## src/shared/pte_pkg.sv

```systemverilog
// constants and types shared by the clock target event control block
package pte_pkg;
    // ------------------------------------------------------------------
    // register offsets (byte addresses)
    // ------------------------------------------------------------------
    localparam logic [11:0] OFF_GEN_CFG = 12'h104;
    localparam logic [11:0] OFF_IRQ_STATUS = 12'h108;
    localparam logic [11:0] OFF_IRQ_ENABLE = 12'h10C;
    localparam logic [11:0] OFF_IRQ_CLEAR = 12'h110;
    localparam logic [11:0] OFF_TGT_SEC_A = 12'h120;
    localparam logic [11:0] OFF_TGT_NS_A = 12'h124;
    localparam logic [11:0] OFF_STEP_SEC_A = 12'h128;
    localparam logic [11:0] OFF_STEP_NS_A = 12'h12C;
    localparam logic [11:0] OFF_TGT_SEC_B = 12'h130;
    localparam logic [11:0] OFF_TGT_NS_B = 12'h134;
    localparam logic [11:0] OFF_STEP_SEC_B = 12'h138;
    localparam logic [11:0] OFF_STEP_NS_B = 12'h13C;
    localparam logic [11:0] OFF_TIME_SEC = 12'h140;
    localparam logic [11:0] OFF_TIME_NS = 12'h144;
    localparam logic [11:0] OFF_PIN_CFG = 12'h148;
    // ------------------------------------------------------------------
    // general config field positions
    // ------------------------------------------------------------------
    localparam int POS_RELOAD_A = 0;
    localparam int POS_RELOAD_B = 1;
    localparam int POS_MODE_A = 2;
    localparam int POS_MODE_B = 4;
    localparam int POS_SEL_A = 8;
    localparam int POS_CLR_EN_A = 11;
    localparam int POS_SEL_B = 12;
    localparam int POS_CLR_EN_B = 15;
    localparam int POS_TSU_EN = 16;
    localparam logic [31:0] GEN_CFG_RESET = 32'h0001_0000;
    localparam logic [31:0] GEN_CFG_MASK = 32'h0001_FF3F;
    // pin config: [2:0] polarity, [5:3] input dir, [6] out A en, [7] out B en
    localparam int POS_PIN_POL = 0;
    localparam int POS_PIN_IN = 3;
    localparam int POS_PIN_OE_A = 6;
    localparam int POS_PIN_OE_B = 7;
    localparam logic [7:0] PIN_CFG_RESET = 8'h38;
    localparam int NUM_GPIO = 3;
    localparam logic [31:0] NS_PER_SEC = 32'h3B9A_CA00;
    // ------------------------------------------------------------------
    // timing
    // ------------------------------------------------------------------
    localparam int CLK_PERIOD_PS = 4000;
    localparam int PULSE_NS = 100;
    localparam int PULSE_CYCLES =
        (PULSE_NS * 1000 + CLK_PERIOD_PS / 2) / CLK_PERIOD_PS;
    // ------------------------------------------------------------------
    // output modes
    // ------------------------------------------------------------------
    typedef enum logic [1:0] {
        PTE_MODE_PULSE = 2'b00,
        PTE_MODE_TOGGLE = 2'b01,
        PTE_MODE_FLAG = 2'b10,
        PTE_MODE_RSVD = 2'b11
    } pte_mode_t;
endpackage

```

## src/core/pte_channel.sv

```systemverilog
// one clock event channel: compare, target update, event output
`timescale 1ns/1ps
module pte_channel
    import pte_pkg::*;
(
    input wire logic clk_sys,
    input wire logic rst_sync_b,
    input wire logic [31:0] time_sec,
    input wire logic [31:0] time_ns,
    input wire logic reload,
    input wire logic [1:0] mode,
    input wire logic flag,
    input wire logic wr_sec,
    input wire logic wr_ns,
    input wire logic wr_step_sec,
    input wire logic wr_step_ns,
    input wire logic [31:0] wdata,
    output logic [31:0] tgt_sec,
    output logic [31:0] tgt_ns,
    output logic [31:0] step_sec,
    output logic [31:0] step_ns,
    output logic hit,
    output logic ev_out
);
    logic [7:0] pulse_cnt;
    logic toggle_q;
    logic [32:0] sum_ns;
    logic [31:0] next_ns;
    logic [31:0] next_sec;
    logic armed;

    assign hit = armed && ((time_sec > tgt_sec) ||
        (time_sec == tgt_sec && time_ns >= tgt_ns));

    assign sum_ns = {1'b0, tgt_ns} + {1'b0, step_ns};

    always_comb begin
        next_ns = sum_ns[31:0];
        next_sec = tgt_sec + step_sec;
        if (sum_ns >= {1'b0, NS_PER_SEC}) begin
            next_ns = 32'(sum_ns - {1'b0, NS_PER_SEC});
            next_sec = tgt_sec + step_sec + 32'h1;
        end
    end

    // target writes arm and win over a same-cycle hit; armed clears only on reset, and any other hit moves the target by the step or reloads it
    always_ff @(posedge clk_sys or negedge rst_sync_b) begin
        if (!rst_sync_b) begin
            tgt_sec <= 32'h0;
            tgt_ns <= 32'h0;
            armed <= 1'b0;
        end else if (wr_sec || wr_ns) begin
            if (wr_sec) tgt_sec <= wdata;
            if (wr_ns) tgt_ns <= wdata;
            armed <= 1'b1;
        end else if (hit) begin
            if (reload) begin
                tgt_sec <= step_sec;
                tgt_ns <= step_ns;
            end else begin
                tgt_sec <= next_sec;
                tgt_ns <= next_ns;
            end
        end
    end

    always_ff @(posedge clk_sys or negedge rst_sync_b) begin
        if (!rst_sync_b) begin
            step_sec <= 32'h0;
            step_ns <= 32'h0;
        end else begin
            if (wr_step_sec) step_sec <= wdata;
            if (wr_step_ns) step_ns <= wdata;
        end
    end

    always_ff @(posedge clk_sys or negedge rst_sync_b) begin
        if (!rst_sync_b) begin
            pulse_cnt <= 8'h0;
            toggle_q <= 1'b0;
        end else begin
            if (hit) begin
                pulse_cnt <= 8'(PULSE_CYCLES);
                toggle_q <= ~toggle_q;
            end else if (pulse_cnt != 8'h0) begin
                pulse_cnt <= pulse_cnt - 8'h1;
            end
        end
    end

    always_comb begin
        unique case (pte_mode_t'(mode))
            PTE_MODE_PULSE: ev_out = (pulse_cnt != 8'h0);
            PTE_MODE_TOGGLE: ev_out = toggle_q;
            PTE_MODE_FLAG: ev_out = flag;
            PTE_MODE_RSVD: ev_out = 1'b0;
        endcase
    end
endmodule

```

## src/core/pte_ctrl.sv

```systemverilog
// top of the precision clock target event control block
//
// Design decisions made here: the register addresses and the APB interface to the registers.
`timescale 1ns/1ps
module pte_ctrl
    import pte_pkg::*;
(
    input wire logic clk_sys,
    input wire logic rst_b,
    input wire logic psel,
    input wire logic penable,
    input wire logic pwrite,
    input wire logic [11:0] paddr,
    input wire logic [31:0] pwdata,
    output logic [31:0] prdata,
    output logic pready,
    output logic pslverr,
    input wire logic [2:0] gpio_in,
    output logic [2:0] gpio_out,
    output logic [2:0] gpio_oe,
    output logic irq
);
    // ------------------------------------------------------------------
    // reset release
    // ------------------------------------------------------------------
    logic rst_meta_b;
    logic rst_sync_b;

    always_ff @(posedge clk_sys or negedge rst_b) begin
        if (!rst_b) begin
            rst_meta_b <= 1'b0;
            rst_sync_b <= 1'b0;
        end else begin
            rst_meta_b <= 1'b1;
            rst_sync_b <= rst_meta_b;
        end
    end

    // ------------------------------------------------------------------
    // registers
    // ------------------------------------------------------------------
    logic [31:0] gen_cfg;
    logic [7:0] pin_cfg;
    logic [1:0] status;
    logic [1:0] irq_en;
    logic [31:0] time_sec;
    logic [31:0] time_ns;
    logic wr_en;
    logic rd_en;
    logic addr_ok;
    logic [31:0] rd_mux;
    logic [1:0] hit;
    logic [1:0] ev_out;
    logic [1:0] gpio_clr;
    logic [NUM_GPIO-1:0] edge_hit;
    logic [31:0] tgt_sec [2];
    logic [31:0] tgt_ns [2];
    logic [31:0] step_sec [2];
    logic [31:0] step_ns [2];

    assign wr_en = psel && penable && pwrite;
    assign rd_en = psel && penable && !pwrite;

    always_comb begin
        addr_ok = 1'b1;
        rd_mux = 32'h0;
        unique case (paddr)
            OFF_GEN_CFG: rd_mux = gen_cfg;
            OFF_IRQ_STATUS: rd_mux = {30'h0, status};
            OFF_IRQ_ENABLE: rd_mux = {30'h0, irq_en};
            OFF_IRQ_CLEAR: rd_mux = 32'h0;
            OFF_TGT_SEC_A: rd_mux = tgt_sec[0];
            OFF_TGT_NS_A: rd_mux = tgt_ns[0];
            OFF_STEP_SEC_A: rd_mux = step_sec[0];
            OFF_STEP_NS_A: rd_mux = step_ns[0];
            OFF_TGT_SEC_B: rd_mux = tgt_sec[1];
            OFF_TGT_NS_B: rd_mux = tgt_ns[1];
            OFF_STEP_SEC_B: rd_mux = step_sec[1];
            OFF_STEP_NS_B: rd_mux = step_ns[1];
            OFF_TIME_SEC: rd_mux = time_sec;
            OFF_TIME_NS: rd_mux = time_ns;
            OFF_PIN_CFG: rd_mux = {24'h0, pin_cfg};
            default: addr_ok = 1'b0;
        endcase
    end

    // one wait state: pready rises in the second access cycle
    always_ff @(posedge clk_sys or negedge rst_sync_b) begin
        if (!rst_sync_b) begin
            pready <= 1'b0;
            pslverr <= 1'b0;
            prdata <= 32'h0;
        end else begin
            pready <= psel && penable && !pready;
            pslverr <= psel && penable && !pready && !addr_ok;
            if (rd_en && !pready) prdata <= rd_mux;
        end
    end

    logic wr_go;
    assign wr_go = wr_en && !pready;

    always_ff @(posedge clk_sys or negedge rst_sync_b) begin
        if (!rst_sync_b) begin
            gen_cfg <= GEN_CFG_RESET;
            pin_cfg <= PIN_CFG_RESET;
            irq_en <= 2'b00;
        end else if (wr_go) begin
            if (paddr == OFF_GEN_CFG) gen_cfg <= pwdata & GEN_CFG_MASK;
            if (paddr == OFF_PIN_CFG) pin_cfg <= pwdata[7:0];
            if (paddr == OFF_IRQ_ENABLE) irq_en <= pwdata[1:0];
        end
    end

    // free-running precision time, software may set it
    always_ff @(posedge clk_sys or negedge rst_sync_b) begin
        if (!rst_sync_b) begin
            time_sec <= 32'h0;
            time_ns <= 32'h0;
        end else if (wr_go && paddr == OFF_TIME_SEC) begin
            time_sec <= pwdata;
        end else if (wr_go && paddr == OFF_TIME_NS) begin
            time_ns <= pwdata;
        end else if (time_ns >= NS_PER_SEC - 32'(CLK_PERIOD_PS / 1000)) begin
            time_ns <= 32'h0;
            time_sec <= time_sec + 32'h1;
        end else begin
            time_ns <= time_ns + 32'(CLK_PERIOD_PS / 1000);
        end
    end

    // ------------------------------------------------------------------
    // gpio clear inputs
    // ------------------------------------------------------------------
    genvar g;
    generate
        for (g = 0; g < NUM_GPIO; g++) begin : g_edge
            pte_gpio_edge u_edge (
                .clk_sys(clk_sys),
                .rst_sync_b(rst_sync_b),
                .pin(gpio_in[g]),
                .pin_polarity(pin_cfg[POS_PIN_POL + g]),
                .edge_hit(edge_hit[g])
            );
        end
    endgenerate

    // select only gpios 0..2; larger codes never clear
    function automatic logic pick(input logic [2:0] sel,
                                  input logic [2:0] hits,
                                  input logic [2:0] dir_in);
        logic r;
        r = 1'b0;
        if (sel < 3'(NUM_GPIO)) begin
            r = hits[sel[1:0]] & dir_in[sel[1:0]];
        end
        return r;
    endfunction

    assign gpio_clr[0] = gen_cfg[POS_CLR_EN_A] &&
        pick(gen_cfg[POS_SEL_A +: 3], edge_hit, pin_cfg[POS_PIN_IN +: 3]);
    assign gpio_clr[1] = gen_cfg[POS_CLR_EN_B] &&
        pick(gen_cfg[POS_SEL_B +: 3], edge_hit, pin_cfg[POS_PIN_IN +: 3]);

    // ------------------------------------------------------------------
    // channels
    // ------------------------------------------------------------------
    genvar c;
    generate
        for (c = 0; c < 2; c++) begin : g_chan
            logic [11:0] base;
            assign base = (c == 0) ? OFF_TGT_SEC_A : OFF_TGT_SEC_B;
            pte_channel u_chan (
                .clk_sys(clk_sys),
                .rst_sync_b(rst_sync_b),
                .time_sec(time_sec),
                .time_ns(time_ns),
                .reload(gen_cfg[POS_RELOAD_A + c]),
                .mode(gen_cfg[POS_MODE_A + 2 * c +: 2]),
                .flag(status[c]),
                .wr_sec(wr_go && paddr == base),
                .wr_ns(wr_go && paddr == base + 12'h4),
                .wr_step_sec(wr_go && paddr == base + 12'h8),
                .wr_step_ns(wr_go && paddr == base + 12'hC),
                .wdata(pwdata),
                .tgt_sec(tgt_sec[c]),
                .tgt_ns(tgt_ns[c]),
                .step_sec(step_sec[c]),
                .step_ns(step_ns[c]),
                .hit(hit[c]),
                .ev_out(ev_out[c])
            );
        end
    endgenerate

    // ------------------------------------------------------------------
    // status and interrupt
    // ------------------------------------------------------------------
    logic [1:0] sw_clr;
    assign sw_clr = (wr_go && (paddr == OFF_IRQ_STATUS ||
        paddr == OFF_IRQ_CLEAR)) ? pwdata[1:0] : 2'b00;

    always_ff @(posedge clk_sys or negedge rst_sync_b) begin
        if (!rst_sync_b) begin
            status <= 2'b00;
        end else begin
            // write one clears; a hit in the same cycle wins
            status <= (status & ~sw_clr & ~gpio_clr) | hit;
        end
    end

    always_ff @(posedge clk_sys or negedge rst_sync_b) begin
        if (!rst_sync_b) begin
            irq <= 1'b0;
        end else begin
            irq <= |(((status & ~sw_clr & ~gpio_clr) | hit) & irq_en);
        end
    end

    // ------------------------------------------------------------------
    // pin outputs
    // ------------------------------------------------------------------
    // drive pins only when enabled; polarity applied per pin
    always_ff @(posedge clk_sys or negedge rst_sync_b) begin
        if (!rst_sync_b) begin
            gpio_out <= 3'h0;
            gpio_oe <= 3'h0;
        end else begin
            gpio_oe <= {1'b0, pin_cfg[POS_PIN_OE_B], pin_cfg[POS_PIN_OE_A]};
            gpio_out <= {1'b0,
                ev_out[1] ^ pin_cfg[POS_PIN_POL + 1],
                ev_out[0] ^ pin_cfg[POS_PIN_POL]};
        end
    end
endmodule

```

## src/core/pte_gpio_edge.sv

```systemverilog
// synchroniser and active-edge detector for one gpio clear input
`timescale 1ns/1ps
module pte_gpio_edge
    import pte_pkg::*;
(
    input wire logic clk_sys,
    input wire logic rst_sync_b,
    input wire logic pin,
    input wire logic pin_polarity,
    output logic edge_hit
);
    logic meta;
    logic sync;
    logic last;
    logic lvl;

    always_ff @(posedge clk_sys or negedge rst_sync_b) begin
        if (!rst_sync_b) begin
            meta <= 1'b0;
            sync <= 1'b0;
        end else begin
            meta <= pin;
            sync <= meta;
        end
    end

    assign lvl = sync ^ pin_polarity;

    always_ff @(posedge clk_sys or negedge rst_sync_b) begin
        if (!rst_sync_b) begin
            last <= 1'b0;
        end else begin
            last <= lvl;
        end
    end

    // inactive to active transition of the polarity-corrected level
    assign edge_hit = lvl & ~last;
endmodule

```

## config.mk

```make
export PLATFORM = sky130hd
export DESIGN_NAME = pte_ctrl
export DESIGN_NICKNAME = d
export VERILOG_FILES = /design/src/shared/pte_pkg.sv /design/src/core/pte_channel.sv /design/src/core/pte_ctrl.sv /design/src/core/pte_gpio_edge.sv
export SDC_FILE = /design/constraint.sdc
export NUM_CORES = 2
export LEC_CHECK = 0
export BUFFER_PORTS_ARGS = -buffer_cell sky130_fd_sc_hd__buf_2
export CAP_MARGIN = 5
export CORE_UTILIZATION = 50
export DETAILED_ROUTE_END_ITERATION = 8
export GPL_TIMING_DRIVEN = 0
export MAX_ROUTING_LAYER = met4
export PLACE_DENSITY = 0.75
export SYNTH_ARGS = -nofsm -noshare
export SYNTH_HDL_FRONTEND = slang
export SYNTH_SLANG_ARGS = --single-unit
```

## constraint.sdc

```tcl
create_clock -name clk_sys -period 30.9 [get_ports clk_sys]
set_input_delay 3.09 -clock clk_sys [delete_from_list [all_inputs] [get_ports clk_sys]]
set_output_delay 3.09 -clock clk_sys [all_outputs]
set_load 0.02 [all_outputs]
```

[Yosys cells after proc, flatten, opt, wreduce, memory -nomap -nowiden]
Index checks and enable logic that the tools add are counted.
W data, S select, Z words.
Word-level totals
  bits of input ports: 52
  output and inout bits: 41
  latch bits: 0
  memory bits (read-only): 0
  memories kept: 0
  word-level logic and storage cells: 204
  RAM bits: 0
  register bits after elaboration: 417
Cells by class
  multiply operators: 0
  reductions and logical operators: 51
  order comparisons: 11
  equal/unequal tests: 28
  add/subtract/negate cells: 12
  bitwise logic cells: 21
  div/mod/pow operators: 0
  shift-type cells: 0
  mux-type cells: 44
Operators with widths (count)
  $mux W32: 25
  $pmux W32 S14: 1
  $eq A12 B9 Y1 const B: 15
  $add A32 B1 Y32 const B: 3
  $add A32 B32 Y33: 2
  $ge A33 B30 Y1 const B: 2
  $add A32 B32 Y32: 2
  $eq A32 B32 Y1: 2
  $ge A32 B32 Y1: 2
  $gt A32 B32 Y1: 2
  $sub A32 B30 Y32 const B: 2
  $add A32 B3 Y32 const B: 1
  $ge A32 B30 Y1 const B: 1
  $mux W8: 4
  $logic_and A1 B1 Y1: 24
  $reduce_and A2 Y1: 8
  $reduce_bool A8 Y1: 2
  $sub A8 B1 Y8 const B: 2
  $reduce_or A15 Y1: 1
  $reduce_bool A2 Y1: 5
  $bmux W1 S2: 4
  $eq A2 B2 Y1 const B: 4
  $ne A2 B1 Y1 const B: 4
  $pmux W1 S4: 2
  other kinds (16): 47

[Depth between registers and ports, before layout]
  depth in word-level cells: 12
  mapped depth: 22
  gate-level depth less buffers: 20

[Hierarchy]
Synthesis repeated with hierarchy kept, for this count alone.
Unflattened totals
  cell total of the unflattened synthesis: 4134
  area, all modules: 35530.3 µm²
Modules (own cells, without submodules)
  pte_channel at g_chan[0].u_chan: instances 1, cells an instance 1553, area an instance 13030.0 µm², sequential area each 3453.3 µm²
  pte_channel at g_chan[1].u_chan: instances 1, cells an instance 1500, area an instance 12927.4 µm², sequential area each 3453.3 µm²
  pte_ctrl: instances 1, cells an instance 1066, area an instance 9295.2 µm², sequential area each 3308.2 µm²
  pte_gpio_edge: instances 3, cells an instance 5, area an instance 92.6 µm², sequential area each 75.1 µm²

[Least setup slack after synthesis]
Ideal clock, no wire load.
  path type: input port to flip-flop
  from: input port paddr[9]
  to: register g_chan[0].u_chan.tgt_sec[11]
  arrival time: 5.559 ns
  data required time: 30.762 ns
  library setup time: 0.138 ns
  cell stages on the path: 11
  setup slack: 25.203 ns
  buffers on the path: 3
  path through: nor4b_1 nand2_1 nor4_1 and2_1 clkbuf_1 nor2b_1 and2_1 clkbuf_1 clkbuf_1 a222oi_1 o21ai_0
Between the ends
  word-level cells in the longest chain between the ends: 5
  elaborated cells on any way between the ends: 9
  those cells by class: 3 x eq/ne; 1 x mux; 5 x reduce/logical
Ends and longest elaborated chain
  from (decl): line pte_ctrl.sv:13  | input wire logic [11:0] paddr,
  $eq A12 B9 Y1 (on tied branches): line pte_ctrl.sv:181, pte_ctrl.sv:182
  $logic_and A1 B1 Y1 (on tied branches): line pte_ctrl.sv:181, pte_ctrl.sv:182
  $logic_or A1 B1 Y1: line pte_channel.sv:52  | end else if (wr_sec || wr_ns) begin
  $ne A2 B1 Y1 (no line) or $reduce_bool A2 Y1 (tied branches)
  $reduce_and A2 Y1 (no line)
  to (signal assigned): line pte_channel.sv:53  | if (wr_sec) tgt_sec <= wdata;
  to (signal assigned): line pte_channel.sv:58  | tgt_sec <= step_sec;
  to (signal assigned): line pte_channel.sv:61  | tgt_sec <= next_sec;
  to (decl): line pte_channel.sv:18  | output logic [31:0] tgt_sec,
Parallel ways exist; a longest one is shown, timed or not.
A chain may end at the register's enable or synchronous reset.

[Worst setup path in the final report]
  from: input port paddr[9]
  to: register g_chan[1].u_chan.tgt_ns[24]
Between the ends
  word-level cells in the longest chain between the ends: 5
  elaborated cells on any way between the ends: 9
  those cells by class: 3 x eq/ne; 1 x mux; 5 x reduce/logical
Ends and longest elaborated chain
  $eq A12 B9 Y1 (on tied branches): line pte_ctrl.sv:181, pte_ctrl.sv:182
  $logic_and A1 B1 Y1 (on tied branches): line pte_ctrl.sv:181, pte_ctrl.sv:182
  $logic_or A1 B1 Y1: line pte_channel.sv:52
  $ne A2 B1 Y1 (no line) or $reduce_bool A2 Y1 (tied branches)
  $reduce_and A2 Y1 (no line)
  to (signal assigned): line pte_channel.sv:54  | if (wr_ns) tgt_ns <= wdata;
  to (signal assigned): line pte_channel.sv:59  | tgt_ns <= step_ns;
  to (signal assigned): line pte_channel.sv:62  | tgt_ns <= next_ns;
  to (decl): line pte_channel.sv:19  | output logic [31:0] tgt_ns,
Parallel ways exist; a longest one is shown, timed or not.

==> results.ini <==
[synth]
synth.lib_cells_used.distinct=94
synth_edf_count=0
dominantRegCellSynth=sky130_fd_sc_hd__dfrtp_1
synth-async-reset-ratio_pct=100
avgSynthCellArea_um2=8.63
synth.ff_latch_count=417
synth-warning-count=0
synth_cells=3867
synth_seq_area_share_pct=31.3
syn-cell-area_um2=33400

[worst_setup_path]
path_class=in2reg
timing.critical_path.slowest_stage_cell=sky130_fd_sc_hd__o21ai_1
critical_path.cell_chain=buf_2, nor4b_1, nand2_1, or3_1, clkbuf_1, nor2_1, clkbuf_1, nand2_1, o21ai_1, clkbuf_1, a221oi_1, o21ai_0
cp_data_required_time_ns=31.43
timing.critical_path.arrival_ns=7.54
critical_path.max_fanout=10
worst_setup_path_end_kind=register
path_delay_family=simple AND/OR/NAND/NOR gates
most_numerous_cell_on_the_critical_path=sky130_fd_sc_hd__clkbuf_1
worstSetupStartpointType=primary input
slowest_delay_ns=0.73
buf_inv_on_cp=4

[outcome]
status=completed

[clock_network]
h-tree-depth=2
cts_buffer_depth=3
cts_hold_buffers=0
clkSlewWorstSetupHoldPaths_ns=0.07
cts_setup_buffers=0
clkLatencyLatePin_ns=0.62
cts_made_buffers=47
post_cts_resize_count=0
tritoncts=yes
cts.sink_count=417
cts.root.buffer_cell=sky130_fd_sc_hd__clkbuf_16

[sta]
max_clock_freq_mhz=143
totalNegativeSetupSlack_ns=0
maxSlewHeadroom_pct=2.28
timing.final.setup_violations=0
worstMarginPinSlew_ns=1.45
timing.clock.skew_ns=0.0276
finalMaxSlewViolations=0
hold_viol=0
unrepaired_setup_endpoints_after_global_routing=false
fin_crit_ns=7.01
final_min_period_over_clock_period_pct=22.7

[drt]
ant_nets=0
avgRoutedWirePerCell_um=30.2
first_iter_violations=5355
drtPass1Iterations=9
vias_per_cell=6.95
drt_wirelength_mm=148
detail_route.drc_violations=0
vias=34100

[power]
leakage_nw=16.7
worst_ir_drop_vdd_mv=0.0469
pwr_density_cell_nw_per_um2=34.3

[grt]
first_global_vias=31500
global_route_wire_length_before_repair_mm=213
pin_count_of_the_biggest_net_entering_global_routing=75
track_usage_pct=44.3
grt_overflow_total=0
antenna_violations_before_repair=8

[floorplanning]
ioPinCount=93
core_area_um2=65900
fp-row-count=94
die_footprint_um2=67800
die_height_um=260
die_x_um=260
floorplan.initialDensity_pct=50.7

[placed_design]
gp_congestion=1.08
detailed_place_hpwl_mm=118
port-buffer-count=75

[final_layout]
layout-drive-gt1-share_pct=9.65
final_nets=4326
final_core_util_pct=55.9
layout-area-overhead-vs-synth_pct=10.2

[worst_hold_path]
hold_path_class=reg2reg

[run]
cap_violations=0

cells by family (layout without fill, tap and decap cells):
group / Yosys count / in the layout / share of synthesized area [%]
AOI/OAI and AO/OA: 1202 / 1202 / 24.2
xor gates and xnor gates: 236 / 236 / 6.19
adders and majority gates: 268 / 268 / 10.1
buffers and inverters: 399 / 571 / 4.58
DFF: 417 / 417 / 31.3
muxes: 200 / 200 / 6.57
other: 2 / 11 / 0.0225
and+or+nand+nor: 1143 / 1143 / 17.0
final cells by class:
class	count	area [um^2]
Multi-Input combinational cell	3052	21400
Inverter	178	668
Timing Repair Buffer	89	621
Sequential cell	417	10400
Clock inverter	23	350
Fill cell	6206	29100
Tap cell	864	1080
Clock buffer	60	1320
Buffer	221	862
Antenna cell	8	20.0
flip-flops by register name, summed over array words and instances, names as in the netlist, 3 cells and up:
signal	count
g_edge.u_edge.last	3
g_chan.u_chan.tgt_ns	64
pin_cfg	8
g_chan.u_chan.step_sec	64
g_edge.u_edge.meta	3
gen_cfg	15
time_sec	32
g_chan.u_chan.tgt_sec	64
g_chan.u_chan.pulse_cnt	16
time_ns	32
g_chan.u_chan.step_ns	64
prdata	32
g_edge.u_edge.sync	3
Yosys cell counts, drive strengths merged, types with 16 or more instances:
| master | n | share of area [%] |
|---|---|---|
| a211o | 16 | 0.42 |
| a211oi | 32 | 0.73 |
| a21o | 86 | 1.9 |
| a21oi | 259 | 3.9 |
| a221oi | 77 | 2.0 |
| a222oi | 56 | 1.7 |
| a22o | 44 | 1.2 |
| a22oi | 71 | 1.6 |
| a31oi | 32 | 0.60 |
| and2 | 27 | 0.51 |
| and3 | 72 | 1.3 |
| buf | 27 | 0.40 |
| clkbuf | 194 | 2.2 |
| dfrtp | 413 | 31 |
| ha | 264 | 9.9 |
| inv | 176 | 2.0 |
| mux2 | 153 | 5.2 |
| mux2i | 47 | 1.4 |
| nand2 | 313 | 3.5 |
| nand2b | 35 | 0.66 |
| nand3 | 112 | 1.7 |
| nand4 | 69 | 1.3 |
| nor2 | 262 | 2.9 |
| nor2b | 31 | 0.58 |
| nor3 | 80 | 1.2 |
| nor3b | 27 | 0.61 |
| nor4 | 25 | 0.62 |
| o211ai | 49 | 1.1 |
| o21a | 39 | 0.88 |
| o21ai | 301 | 4.5 |
| o22ai | 18 | 0.34 |
| or3 | 23 | 0.43 |
| xnor2 | 131 | 3.4 |
| xor2 | 105 | 2.8 |
path summary, 6_finish.rpt:
| check | startpoint | to | slack [ns] | depth (start not counted) |
|---|---|---|---|---|
| min in group asynchronous | rst_sync_b | prdata[31] | 0.38 | 0 |
| max in group asynchronous | rst_b | rst_sync_b | 28.54 | 1 |
| max | paddr[9] | g_chan[1].u_chan.tgt_ns[24] | 23.89 | 12 |
| min | g_edge[1].u_edge.meta | g_edge[1].u_edge.sync | 0.36 | 0 |
| min reg2reg | g_edge[1].u_edge.meta | g_edge[1].u_edge.sync | 0.36 | 0 |
| max reg2reg | g_chan[1].u_chan.tgt_ns[0] | g_chan[1].u_chan.tgt_sec[30] | 24.51 | 20 |
cells in the final DEF, fill, tap and decap left out, drive strengths merged, types with 39 or more instances in the layout:
cell type	instances
buf	116
ha	264
a22oi	71
inv	177
clkbuf	254
mux2i	47
dfrtp	413
a21o	86
nand4	69
xor2	105
a222oi	56
nand2	313
a221oi	77
a22o	44
a21oi	259
nand3	112
o21ai	301
mux2	153
and3	72
nor2	262
o211ai	49
nor3	80
xnor2	131
o21a	39
through the flow:
stage	cells	hold slack (ns)	total power [mW]	setup slack [ns]	area [um^2]
after floorplan	3868	0.331	0.606	18.42	33400
after global placement	4807	0.342	0.636	13.18	34800
after detailed placement	4820	0.340	0.640	23.66	35100
after CTS	4903	0.354	1.26	24.19	36800
after global routing	4909	0.364	1.28	23.76	36800
final	4912	0.358	1.26	23.89	36800
worst register-to-register path: stages, from the launching register on:
cell and delay [ns]:
sky130_fd_sc_hd__dfrtp_1 0.46, sky130_fd_sc_hd__ha_1 0.24, sky130_fd_sc_hd__inv_1 0.07, sky130_fd_sc_hd__fa_1 0.42
sky130_fd_sc_hd__nor2b_1 0.22, sky130_fd_sc_hd__o2111a_1 0.26, sky130_fd_sc_hd__o211a_1 0.28, sky130_fd_sc_hd__nor3_1 0.08
sky130_fd_sc_hd__or2_2 0.32, sky130_fd_sc_hd__ha_1 0.25, sky130_fd_sc_hd__a41oi_1 0.31, sky130_fd_sc_hd__nor3_1 0.17
sky130_fd_sc_hd__nand4b_1 0.42, sky130_fd_sc_hd__a21o_1 0.29, sky130_fd_sc_hd__a221oi_1 0.50, sky130_fd_sc_hd__nor4_4 0.19
sky130_fd_sc_hd__nor3_2 0.74, sky130_fd_sc_hd__nor4b_1 0.43, sky130_fd_sc_hd__xor2_1 0.13, sky130_fd_sc_hd__a221oi_1 0.34
sky130_fd_sc_hd__a21oi_1 0.12
layer usage:
| metal | routed length, um | track usage [%] | share of wire, % | up-vias |
|---|---|---|---|---|
| li1 | - | - | - | 14700 |
| met1 | 60000 | 58.5 | 40 | 16500 |
| met2 | 62200 | 63.4 | 42 | 2411 |
| met3 | 18500 | 11.5 | 12 | 464 |
| met4 | 7820 | 19.5 | 5.3 | 0 |
| met5 | 0 | - | 0 | - |
power by group:
group | switching (mW) | leakage, nW | internal [mW]
registers | 0.0192 | 5.40 | 0.552
clock network | 0.259 | 0.805 | 0.368
logic | 0.0439 | 10.5 | 0.0186
Power figures use the tool's default switching activity.
